File: config.mk
export PLATFORM = sky130hd
export DESIGN_NAME = gpnm_port
export DESIGN_NICKNAME = d
export VERILOG_FILES = /design/src/include/gpnm_pkg.sv /design/src/hdl/gpnm_sync.sv /design/src/hdl/gpnm_edge_latch.sv /design/src/hdl/gpnm_port.sv
export SDC_FILE = /design/constraint.sdc
export NUM_CORES = 1
export LEC_CHECK = 0
export BUFFER_PORTS_ARGS = -buffer_cell sky130_fd_sc_hd__clkbuf_2
export CAP_MARGIN = 20
export CORE_ASPECT_RATIO = 1.25
export CORE_MARGIN = 1.5
export CORE_UTILIZATION = 53
export DETAILED_ROUTE_END_ITERATION = 10
export MAX_ROUTING_LAYER = met4
export PLACE_DENSITY_LB_ADDON = 0.12
export SLEW_MARGIN = 20
export SYNTH_ARGS = -nofsm -noshare
export SYNTH_HDL_FRONTEND = slang
export SYNTH_SLANG_ARGS = --single-unit
File: constraint.sdc
create_clock -name clk_i -period 2.54 [get_ports clk_i]
set_clock_uncertainty 0.1 [all_clocks]
set_input_delay 0.381 -clock clk_i [delete_from_list [all_inputs] [get_ports clk_i]]
set_output_delay 0.381 -clock clk_i [all_outputs]
set_load 0.02 [all_outputs]
File: src/include/gpnm_pkg.sv
// constants, mode type and decode for the nine-mode gpio port
package gpnm_pkg;

    localparam int PIN_N = 8;

    // ==========================================================
    // register word offsets (byte addresses)
    localparam logic [7:0] OFS_DATA    = 8'h00;
    localparam logic [7:0] OFS_DIR     = 8'h04;
    localparam logic [7:0] OFS_MODE_LO = 8'h08;
    localparam logic [7:0] OFS_MODE_HI = 8'h0c;
    localparam logic [7:0] OFS_CLEAR   = 8'h10;
    localparam logic [7:0] OFS_PENDING = 8'h14;

    // ==========================================================
    // reset values
    localparam logic [7:0] RST_DATA    = 8'h00;
    localparam logic [7:0] RST_DIR     = 8'hff;
    localparam logic [7:0] RST_MODE_LO = 8'h00;
    localparam logic [7:0] RST_MODE_HI = 8'h00;
    localparam logic [7:0] RST_CLEAR   = 8'h00;
    localparam logic [7:0] ALT_IDLE    = 8'hff;

    // ==========================================================
    // pin modes
    typedef enum logic [3:0] {
        MODE_OUT,
        MODE_IN,
        MODE_OD,
        MODE_OS,
        MODE_RSV,
        MODE_DUAL,
        MODE_ALT,
        MODE_LEVEL,
        MODE_EDGE
    } gpnm_mode_e;

    function automatic gpnm_mode_e gpnm_mode(input logic hi, input logic lo,
                                             input logic dir, input logic dat);
        gpnm_mode_e m;
        m = MODE_IN;
        unique case ({hi, lo, dir})
            3'b000: m = MODE_OUT;
            3'b001: m = MODE_IN;
            3'b010: m = MODE_OD;
            3'b011: m = MODE_OS;
            3'b100: m = dat ? MODE_DUAL : MODE_RSV;
            3'b101: m = MODE_ALT;
            3'b110: m = MODE_LEVEL;
            3'b111: m = MODE_EDGE;
        endcase
        return m;
    endfunction

endpackage

File: src/hdl/gpnm_sync.sv
// two-flop synchroniser for pin inputs
`timescale 1ns/10ps
module gpnm_sync #(
    parameter int WIDTH = 8
) (
    input  wire logic             clk_i,
    input  wire logic             rst_i,
    input  wire logic [WIDTH-1:0] async_i,
    output logic      [WIDTH-1:0] sync_o
);
    logic [WIDTH-1:0] meta_q;

    always_ff @(posedge clk_i)
    begin
        if (rst_i)
        begin
            meta_q <= '0;
            sync_o <= '0;
        end
        else
        begin
            meta_q <= async_i;
            sync_o <= meta_q;
        end
    end
endmodule

File: src/hdl/gpnm_edge_latch.sv
// per-pin edge detect and sticky request, set beats clear
`timescale 1ns/10ps
module gpnm_edge_latch #(
    parameter int WIDTH = 8
) (
    input  wire logic             clk_i,
    input  wire logic             rst_i,
    input  wire logic [WIDTH-1:0] smp_i,
    input  wire logic [WIDTH-1:0] prv_i,
    input  wire logic [WIDTH-1:0] pol_i,
    input  wire logic [WIDTH-1:0] dual_i,
    input  wire logic [WIDTH-1:0] single_i,
    input  wire logic [WIDTH-1:0] clr_i,
    output logic      [WIDTH-1:0] pend_o
);
    logic [WIDTH-1:0] rise;
    logic [WIDTH-1:0] fall;
    logic [WIDTH-1:0] set;

    assign rise = smp_i & ~prv_i;
    assign fall = ~smp_i & prv_i;
    assign set  = (dual_i & (rise | fall))
                | (single_i & ((pol_i & rise) | (~pol_i & fall)));

    always_ff @(posedge clk_i)
    begin
        if (rst_i)
            pend_o <= '0;
        else
            pend_o <= (pend_o & ~clr_i) | set;
    end
endmodule

File: src/hdl/gpnm_port.sv
// one 8-pin nine-mode gpio port with wishbone register slave
//
// The implementer's own choices: the Wishbone slave port and the placing of the registers.
`timescale 1ns/10ps
module gpnm_port
    import gpnm_pkg::*;
#(
    parameter int         PIN_W    = PIN_N,
    parameter logic [7:0] ALT_REST = ALT_IDLE
) (
    input  wire logic             clk_i,
    input  wire logic             rst_i,
    input  wire logic             wb_cyc_i,
    input  wire logic             wb_stb_i,
    input  wire logic             wb_we_i,
    input  wire logic [7:0]       wb_adr_i,
    input  wire logic [3:0]       wb_sel_i,
    input  wire logic [31:0]      wb_dat_i,
    output logic      [31:0]      wb_dat_o,
    output logic                  wb_ack_o,
    input  wire logic [PIN_W-1:0] pin_i,
    output logic      [PIN_W-1:0] pin_o,
    output logic      [PIN_W-1:0] pin_oe_o,
    input  wire logic [PIN_W-1:0] alt_out_i,
    input  wire logic [PIN_W-1:0] alt_oe_i,
    output logic      [PIN_W-1:0] alt_in_o,
    output logic      [PIN_W-1:0] irq_o
);
    // ==========================================================
    // registers and sampled pins
    logic [PIN_W-1:0] data_q;
    logic [PIN_W-1:0] dir_q;
    logic [PIN_W-1:0] mlo_q;
    logic [PIN_W-1:0] mhi_q;
    logic [PIN_W-1:0] smp;
    logic [PIN_W-1:0] prv_q;
    logic [PIN_W-1:0] match;
    logic [PIN_W-1:0] match_q;
    logic [PIN_W-1:0] pend;
    logic [PIN_W-1:0] clr;
    logic             req;
    logic             wr;
    logic [31:0]      rd_d;

    // ==========================================================
    // per-pin mode masks
    gpnm_mode_e       mode [PIN_W];
    logic [PIN_W-1:0] m_out;
    logic [PIN_W-1:0] m_od;
    logic [PIN_W-1:0] m_os;
    logic [PIN_W-1:0] m_alt;
    logic [PIN_W-1:0] m_dual;
    logic [PIN_W-1:0] m_lvl;
    logic [PIN_W-1:0] m_edge;
    logic [PIN_W-1:0] oe_d;
    logic [PIN_W-1:0] o_d;

    always_comb
    begin
        for (int i = 0; i < PIN_W; i++)
        begin
            mode[i]   = gpnm_mode(mhi_q[i], mlo_q[i], dir_q[i], data_q[i]);
            m_out[i]  = (mode[i] == MODE_OUT);
            m_od[i]   = (mode[i] == MODE_OD);
            m_os[i]   = (mode[i] == MODE_OS);
            m_alt[i]  = (mode[i] == MODE_ALT);
            m_dual[i] = (mode[i] == MODE_DUAL);
            m_lvl[i]  = (mode[i] == MODE_LEVEL);
            m_edge[i] = (mode[i] == MODE_EDGE);
        end
    end

    // ==========================================================
    // wishbone slave, one wait state
    assign req = wb_cyc_i & wb_stb_i;
    assign wr  = req & wb_we_i & wb_ack_o & wb_sel_i[0];

    always_ff @(posedge clk_i)
    begin
        if (rst_i)
            wb_ack_o <= 1'b0;
        else
            wb_ack_o <= req & ~wb_ack_o;
    end

    always_comb
    begin
        rd_d = 32'h0000_0000;
        unique case (wb_adr_i)
            OFS_DATA:    rd_d[PIN_W-1:0] = smp;
            OFS_DIR:     rd_d[PIN_W-1:0] = dir_q;
            OFS_MODE_LO: rd_d[PIN_W-1:0] = mlo_q;
            OFS_MODE_HI: rd_d[PIN_W-1:0] = mhi_q;
            OFS_PENDING: rd_d[PIN_W-1:0] = pend;
            default:     rd_d = 32'h0000_0000;
        endcase
    end

    always_ff @(posedge clk_i)
    begin
        if (rst_i)
            wb_dat_o <= 32'h0000_0000;
        else if (req & ~wb_ack_o)
            wb_dat_o <= rd_d;
    end

    always_ff @(posedge clk_i)
    begin
        if (rst_i)
        begin
            data_q <= RST_DATA;
            dir_q  <= RST_DIR;
            mlo_q  <= RST_MODE_LO;
            mhi_q  <= RST_MODE_HI;
        end
        else if (wr)
        begin
            if (wb_adr_i == OFS_DATA)
                data_q <= wb_dat_i[PIN_W-1:0];
            if (wb_adr_i == OFS_DIR)
                dir_q <= wb_dat_i[PIN_W-1:0];
            if (wb_adr_i == OFS_MODE_LO)
                mlo_q <= wb_dat_i[PIN_W-1:0];
            if (wb_adr_i == OFS_MODE_HI)
                mhi_q <= wb_dat_i[PIN_W-1:0];
        end
    end

    assign clr = (wr && wb_adr_i == OFS_CLEAR) ? wb_dat_i[PIN_W-1:0] : RST_CLEAR;

    // ==========================================================
    // pin sampling
    gpnm_sync #(
        .WIDTH (PIN_W)
    ) u_sync (
        .clk_i   (clk_i),
        .rst_i   (rst_i),
        .async_i (pin_i),
        .sync_o  (smp)
    );

    always_ff @(posedge clk_i)
    begin
        if (rst_i)
        begin
            prv_q   <= '0;
            match_q <= '0;
        end
        else
        begin
            prv_q   <= smp;
            match_q <= match;
        end
    end

    assign match = ~(smp ^ data_q);

    // ==========================================================
    // pin drivers
    always_comb
    begin
        oe_d = '0;
        o_d  = '0;
        for (int i = 0; i < PIN_W; i++)
        begin
            if (m_out[i])
            begin
                oe_d[i] = 1'b1;
                o_d[i]  = data_q[i];
            end
            else if (m_od[i])
                oe_d[i] = ~data_q[i];
            else if (m_os[i])
            begin
                oe_d[i] = data_q[i];
                o_d[i]  = 1'b1;
            end
            else if (m_alt[i])
            begin
                oe_d[i] = alt_oe_i[i];
                o_d[i]  = alt_out_i[i];
            end
        end
    end

    always_ff @(posedge clk_i)
    begin
        if (rst_i)
        begin
            pin_oe_o <= '0;
            pin_o    <= '0;
        end
        else
        begin
            pin_oe_o <= oe_d;
            pin_o    <= o_d;
        end
    end

    always_ff @(posedge clk_i)
    begin
        if (rst_i)
            alt_in_o <= ALT_REST[PIN_W-1:0];
        else
            alt_in_o <= (m_alt & smp) | (~m_alt & ALT_REST[PIN_W-1:0]);
    end

    // ==========================================================
    // interrupt requests
    // dual and single edge latch
    gpnm_edge_latch #(
        .WIDTH (PIN_W)
    ) u_edge (
        .clk_i    (clk_i),
        .rst_i    (rst_i),
        .smp_i    (smp),
        .prv_i    (prv_q),
        .pol_i    (data_q),
        .dual_i   (m_dual),
        .single_i (m_edge),
        .clr_i    (clr),
        .pend_o   (pend)
    );

    always_ff @(posedge clk_i)
    begin
        if (rst_i)
            irq_o <= '0;
        else
            irq_o <= ((m_dual | m_edge) & pend) | (m_lvl & match & match_q);
    end

    // ==========================================================
    // checks
    logic past_ok;

    always_ff @(posedge clk_i)
    begin
        if (rst_i)
            past_ok <= 1'b0;
        else
            past_ok <= 1'b1;
    end
endmodule

==> results of run 1 <==
[cells by family after synthesis]
kind of cell,synth area share
compound gates,0.161
buf+inv,0.0935
xor+xnor,0.0131
fa+ha+maj,0.0373
flops,0.422
other cells,0.000699
mux,0.0676
simple gates,0.205
[synthesized netlist by cell type, types with 3 or more instances]
cell and instances:
or4_1 7, a32oi_1 4, buf_4 25, and3_1 11
inv_1 33, mux2i_1 25, o22a_1 9, nand2_1 50
a31oi_1 9, dfxtp_1 113, xor2_1 8, nor4b_1 6
a311o_1 3, clkbuf_1 34, o32a_1 3, nor3b_1 3
nand3_1 30, o21ai_0 30, o22ai_1 11, a41oi_1 8
mux2_2 8, nor2_1 67, buf_2 5, a32o_1 4
buf_1 4, nor3_1 4, a21oi_1 28, nor2b_1 25
ha_1 16, o21a_1 6
[critical path, cell delays in order]
cell and delay [ns]:
clkbuf_2 0.11, or4_4 0.62, nor3_4 0.14, buf_4 0.23
and3_1 0.44, o21ai_0 0.15
[final cells by class]
cell class | instances | area [um2] | area share
clock buffers | 22 | 464 | 0.0727
well taps | 126 | 158 | 0.0247
clock inverters | 7 | 110 | 0.0172
repair buffers | 104 | 578 | 0.0906
inverters | 33 | 124 | 0.0194
multi-input cells | 427 | 2690 | 0.421
flip-flops and latches | 113 | 2260 | 0.354
[per-layer routing]
metal,global-route usage,wire (um),vias to the layer above,share of wire
li1,-,-,2267,-
met1,0.312,5640,2178,0.44
met2,0.411,6320,155,0.49
met3,0.0545,773,16,0.060
met4,0.100,197,0,0.015
met5,-,0,-,0
[per-stage QoR]
stage          area (um2)   util  worst slack [ns]  power (mW)
4_1_cts              6380  0.657             0.618        4.42
3_3_place_gp         5810  0.598             0.287        2.10
2_1_floorplan        5450      -             0.465        2.03
5_1_grt              6380  0.657             0.520        4.54
3_5_place_dp         5810  0.598             0.185        2.11
6_report             6380  0.657             0.614        4.39
[flip-flops by register name, indices dropped and copies added, names as in the netlist]
register and count:
irq_o 8, mhi_q 8, mlo_q 8, prv_q 8, u_sync.sync_o 8, match_q 8, data_q 8, u_edge.pend_o 8
wb_dat_o 8, dir_q 8, pin_oe_o 8, u_sync.meta_q 8, pin_o 8, wb_ack_o 1, alt_in_o 8
[where the power goes]
part	internal (mW)	switching, mW	leakage [nW]
logic	0.0851	0.163	1.50
clock network	1.57	0.751	0.285
registers	1.81	0.0197	0.919
[layout by cell type, fill, tap and decap left out, types with 3 or more instances in the layout]
cell,instances
nand3_1,30
clkbuf_2,86
ha_1,16
or4_1,7
xor2_1,8
mux2_2,8
nor2_1,67
and3_1,11
buf_4,17
inv_1,33
conb_1,24
nor4b_1,6
o21a_1,6
nor2b_1,25
a31oi_1,9
o32a_1,3
bufinv_16,3
nand2_1,50
clkinv_2,4
o21ai_0,30
o22a_1,9
dfxtp_1,113
a41oi_1,8
mux2i_1,25
a21oi_1,28
a32oi_1,4
nor3b_1,3
clkbuf_16,17
clkbuf_1,3
a32o_1,4
a311o_1,3
nor3_1,4
o22ai_1,11
[worst paths after layout]
path | from | to | slack (ns) | cells after the start
setup / recovery | wb_adr_i[5] | dir_q[4] | 0.61 | 6
hold / removal | pin_i[7] | u_sync.meta_q[7] | 0.09 | 2
setup reg to reg | wb_ack_o | dir_q[4] | 0.67 | 5
hold reg to reg | u_sync.meta_q[0] | u_sync.sync_o[0] | 0.33 | 1
==> flow_metrics.env, run 1 <==
export IMPL_ys_warn_count=0
export IMPL_vias_per_cell=5.55
export IMPL_vdd_drop_max_mv=0.412
export IMPL_diodes=0
export IMPL_hold_path_class="in -> reg"
export IMPL_initial_utilization=0.553
export IMPL_drive_above_1_share=0.207
export IMPL_rsz0062_at_grt="false"
export IMPL_async_reset_ff_frac=0
export IMPL_period_minus_slack_ns=1.93
export IMPL_fin_hold_ws_ns=0.0852
export IMPL_setup_viol=0
export IMPL_maxCapViolations=0
export IMPL_grt_pass1_wl_um=20700
export IMPL_worstPathMaxFanout=13
export IMPL_layout_cells_non_filler=832
export IMPL_yosys_area_top_type="dfxtp_1"
export IMPL_critPathLaunchType="input pin"
export IMPL_seq_area_frac_synth=0.422
export IMPL_post_route_period_util=0.758
export IMPL_syn_area_per_cell_um2=8.65
export IMPL_placedCellCount=803
export IMPL_timing_setup_tns_ns=0
export IMPL_synth_edf_count=0
export IMPL_fp_dieW_um=93.0
export IMPL_ys_ff_latch=113
export IMPL_fin_nets=785
export IMPL_die_area_um2=10700
export IMPL_via_count=4616
export IMPL_syn_inst=620
export IMPL_cts_tree="yes"
export IMPL_drtPass1Iterations=5
export IMPL_dpl_hpwl_um=8620
export IMPL_grt_pass1_vias=4192
export IMPL_cp_arrival_ns=2.09
export IMPL_portBuffers=86
export IMPL_holdBufCountCts=0
export IMPL_drt_wl_total_um=12900
export IMPL_ys_types=51
export IMPL_post_cts_buffers=0
export IMPL_synth_ff_type="dfxtp_1"
export IMPL_grt_util_all_layers=0.255
export IMPL_fmax_mhz=519
export IMPL_clkTransAtPathRegs_ns=0.05
export IMPL_io_pins=138
export IMPL_tightestPinTransition_ns=0.608
export IMPL_grt_start_max_net_pins=84
export IMPL_cts_root_buf="clkbuf_16"
export IMPL_wl_per_cell_um=15.5
export IMPL_syn_area_um2=5370
export IMPL_synthToLayoutAreaGrowth_pct=19.0
export IMPL_htree_num_levels=4
export IMPL_cts_path_max_buffers=2
export IMPL_numCtsBuffers=17
export IMPL_power_density_nw_per_um2=688
export IMPL_maxSlewViolCount=0
export IMPL_clkLatencyLatePin_ns=0.41
export IMPL_ys_top_cells_by_area="dfxtp_1 42%, nor2_1 4.7%, mux2i_1 4.7%"
export IMPL_cp_end_kind="flip-flop"
export IMPL_core_area_um2=9710
export IMPL_core_rowCount=40
export IMPL_grt_overflow_total=0
export IMPL_timing_slew_headroom=0.593
export IMPL_cts_resized=0
export IMPL_drt_iter0_drc=406
export IMPL_ant_nets=0
export IMPL_power_leakage_nw=2.71
export IMPL_synth_top_area_frac=0.422
export IMPL_nFillCells=828
export IMPL_place_gp_congestion=0.848
export IMPL_hold_viol=0
export IMPL_cp_data_required_time_ns=2.70
export IMPL_antenna_found_initial=0
export IMPL_critPathKind="in -> reg"
export IMPL_die_h_um=115
export IMPL_drc=0
export IMPL_status="finished, final reports clean"
export IMPL_cts_sinks=113
No activity file was read; power rests on OpenSTA's default activity.
==> run 2: changes to the inputs <==
clock period = 1.9 ns   (was 2.54 ns; I/O delays follow)
==> run 2 against run 1 <==
Sequential share of layout area decreased by 0.98 points; register-to-register slack got worse by 0.41 ns; final area is 2.8% higher; clock power rose by 29%; die area stayed put; via count rose by 3.0%; power up 32%; highest routed layer unchanged; hold slack got worse by 0.044 ns; largest cell class unchanged; setup slack got worse by 0.35 ns; sequential power increased by 33%; combinational power grew 42%.
==> flow_metrics.env, run 2 (same netlist as run 1, synthesis figures left out) <==
export IMPL_status="finished, final reports clean"
export IMPL_maxCapViolations=0
export IMPL_drt_iter0_drc=336
export IMPL_switching_share=0.220
export IMPL_worstRegToRegCells=6
export IMPL_seq_area_um2=2260
export IMPL_netSwitchingPower_mw=1.27
export IMPL_grt_pass1_wl_um=21200
export IMPL_grt_overflow_total=0
export IMPL_grt_util_all_layers=0.262
export IMPL_fin_hold_ws_ns=0.0412
export IMPL_startpoint="u_sync.sync_o[5]"
export IMPL_setup_viol=0
export IMPL_clockPowerShare=0.517
export IMPL_dpl_hpwl_um=8740
export IMPL_hold_viol=0
export IMPL_hold_path_class="in -> reg"
export IMPL_cts_path_max_buffers=2
export IMPL_power_density_nw_per_um2=881
export IMPL_place_gp_congestion=0.835
export IMPL_htree_num_levels=4
export IMPL_fmax_mhz=612
export IMPL_min_path_cells=3
export IMPL_wl_per_cell_um=15.1
export IMPL_period_minus_slack_ns=1.64
export IMPL_vdd_drop_max_mv=0.726
export IMPL_cts_tree="yes"
export IMPL_fp_dieW_um=93.0
export IMPL_cpMaxStageDelayCell="dfxtp_1"
export IMPL_drc=0
export IMPL_fin_nets=808
export IMPL_power_leakage_nw=2.81
export IMPL_drtPass1Iterations=5
export IMPL_multi_input_area_um2=2690
export IMPL_clkLatencyLatePin_ns=0.41
export IMPL_core_area_um2=9710
export IMPL_ant_nets=0
export IMPL_power_internal_mw=4.51
export IMPL_core_rowCount=40
export IMPL_grt_start_max_net_pins=84
export IMPL_reg2reg_to="u_edge.pend_o[5]"
export IMPL_numCtsBuffers=17
export IMPL_critical_path_endpoint="u_edge.pend_o[5]"
export IMPL_antenna_found_initial=0
export IMPL_post_route_period_util=0.861
export IMPL_die_area_um2=10700
export IMPL_seqPwrFrac=0.422
export IMPL_cts_root_buf="clkbuf_16"
export IMPL_rrSetupSlack_ns=0.26
export IMPL_grt_pass1_vias=4461
export IMPL_cp_end_kind="flip-flop"
export IMPL_drive_above_1_share=0.221
export IMPL_post_cts_buffers=0
export IMPL_placedCellCount=818
export IMPL_cp_data_required_time_ns=2.10
export IMPL_die_h_um=115
export IMPL_portBuffers=86
export IMPL_cts_sinks=113
export IMPL_critPathKind="reg -> reg"
export IMPL_drt_wl_total_um=13000
export IMPL_timing_rr_start="u_sync.sync_o[5]"
export IMPL_cp_arrival_ns=1.83
export IMPL_cp_cell_sequence="inv_1 -> ha_1 -> mux2_2 -> a31oi_1 -> nor2_1 -> a31o_2"
export IMPL_final_cell_mix="113 x dfxtp_1, 86 x clkbuf_2, 67 x nor2_1, 50 x nand2_1, 33 x inv_1"
export IMPL_via_count=4754
export IMPL_final_common_cell="dfxtp_1"
export IMPL_worstPathMaxFanout=5
export IMPL_maxSlewViolCount=0
export IMPL_p_comb_frac=0.061
export IMPL_initial_utilization=0.553
export IMPL_timing_setup_tns_ns=0
export IMPL_io_pins=138
export IMPL_critPathLaunchType="flip-flop"
export IMPL_vias_per_cell=5.54
export IMPL_cpPeakStageDelay_ns=0.45
export IMPL_nFillCells=835
export IMPL_synthToLayoutAreaGrowth_pct=22.4
export IMPL_rsz0062_at_grt="false"
export IMPL_diodes=0
export IMPL_clkTransAtPathRegs_ns=0.05
export IMPL_layout_cells_non_filler=858
-- run 2: layout make-up --
class	count	share of cell area
Tap cell	126	0.0240
Multi-Input combinational cell	427	0.409
Clock buffer	27	0.0781
Clock inverter	5	0.00762
Inverter	33	0.0189
Timing Repair Buffer	127	0.117
Sequential cell	113	0.345
-- run 2: per-layer routing --
metal	wire length [um]	track usage
met1	5610	0.320
met3	761	0.0564
met2	6260	0.413
met4	335	0.124
met5	0	-
-- run 2: worst min path at each step --
stage                     startpoint                to  slack, ns
floorplan                   pin_i[0]  u_sync.meta_q[0]       0.31
global placement    u_sync.meta_q[2]  u_sync.sync_o[2]       0.32
detailed placement  u_sync.meta_q[5]  u_sync.sync_o[5]       0.32
CTS                     alt_out_i[7]          pin_o[7]       0.04
global route            alt_out_i[7]          pin_o[7]       0.05
finish                  alt_out_i[7]          pin_o[7]       0.04
-- run 2: repair_timing --
item / in CTS / in global routing
hold buffers: 8 / 0
endpoints found under the hold margin: 8 / 0
gates resized for setup: 0 / 0
-- run 2: metrics by stage --
| step | power, mW | setup WS (ns) | util | cell area, um2 |
|---|---|---|---|---|
| 4_1_cts | 5.82 | 0.260 | 0.676 | 6570 |
| 3_3_place_gp | 2.81 | -0.108 | 0.610 | 5920 |
| 2_1_floorplan | 2.72 | -0.0773 | - | 5450 |
| 6_report | 5.78 | 0.265 | 0.676 | 6570 |
| 3_5_place_dp | 2.82 | -0.121 | 0.610 | 5920 |
| 5_1_grt | 5.98 | 0.184 | 0.676 | 6570 |
-- run 2: critical path, delay by kind of cell (launching register included) --
kind	cells	cell delay (ns)
DFF	1	0.45
AOI/OAI and AO/OA	2	0.37
muxes	1	0.26
adders and majority gates	1	0.20
buffers and inverters	1	0.10
and+or+nand+nor	1	0.05
-- run 2: power groups by stage --
stage                     Combinational (mW)  Sequential [mW]  Clock (mW)
after floorplan                        0.222             2.50           0
after global placement                 0.327             2.49           0
after detailed placement               0.335             2.49           0
after CTS                              0.350             2.44        3.03
after global routing                   0.386             2.44        3.15
final                                  0.352             2.44        2.99
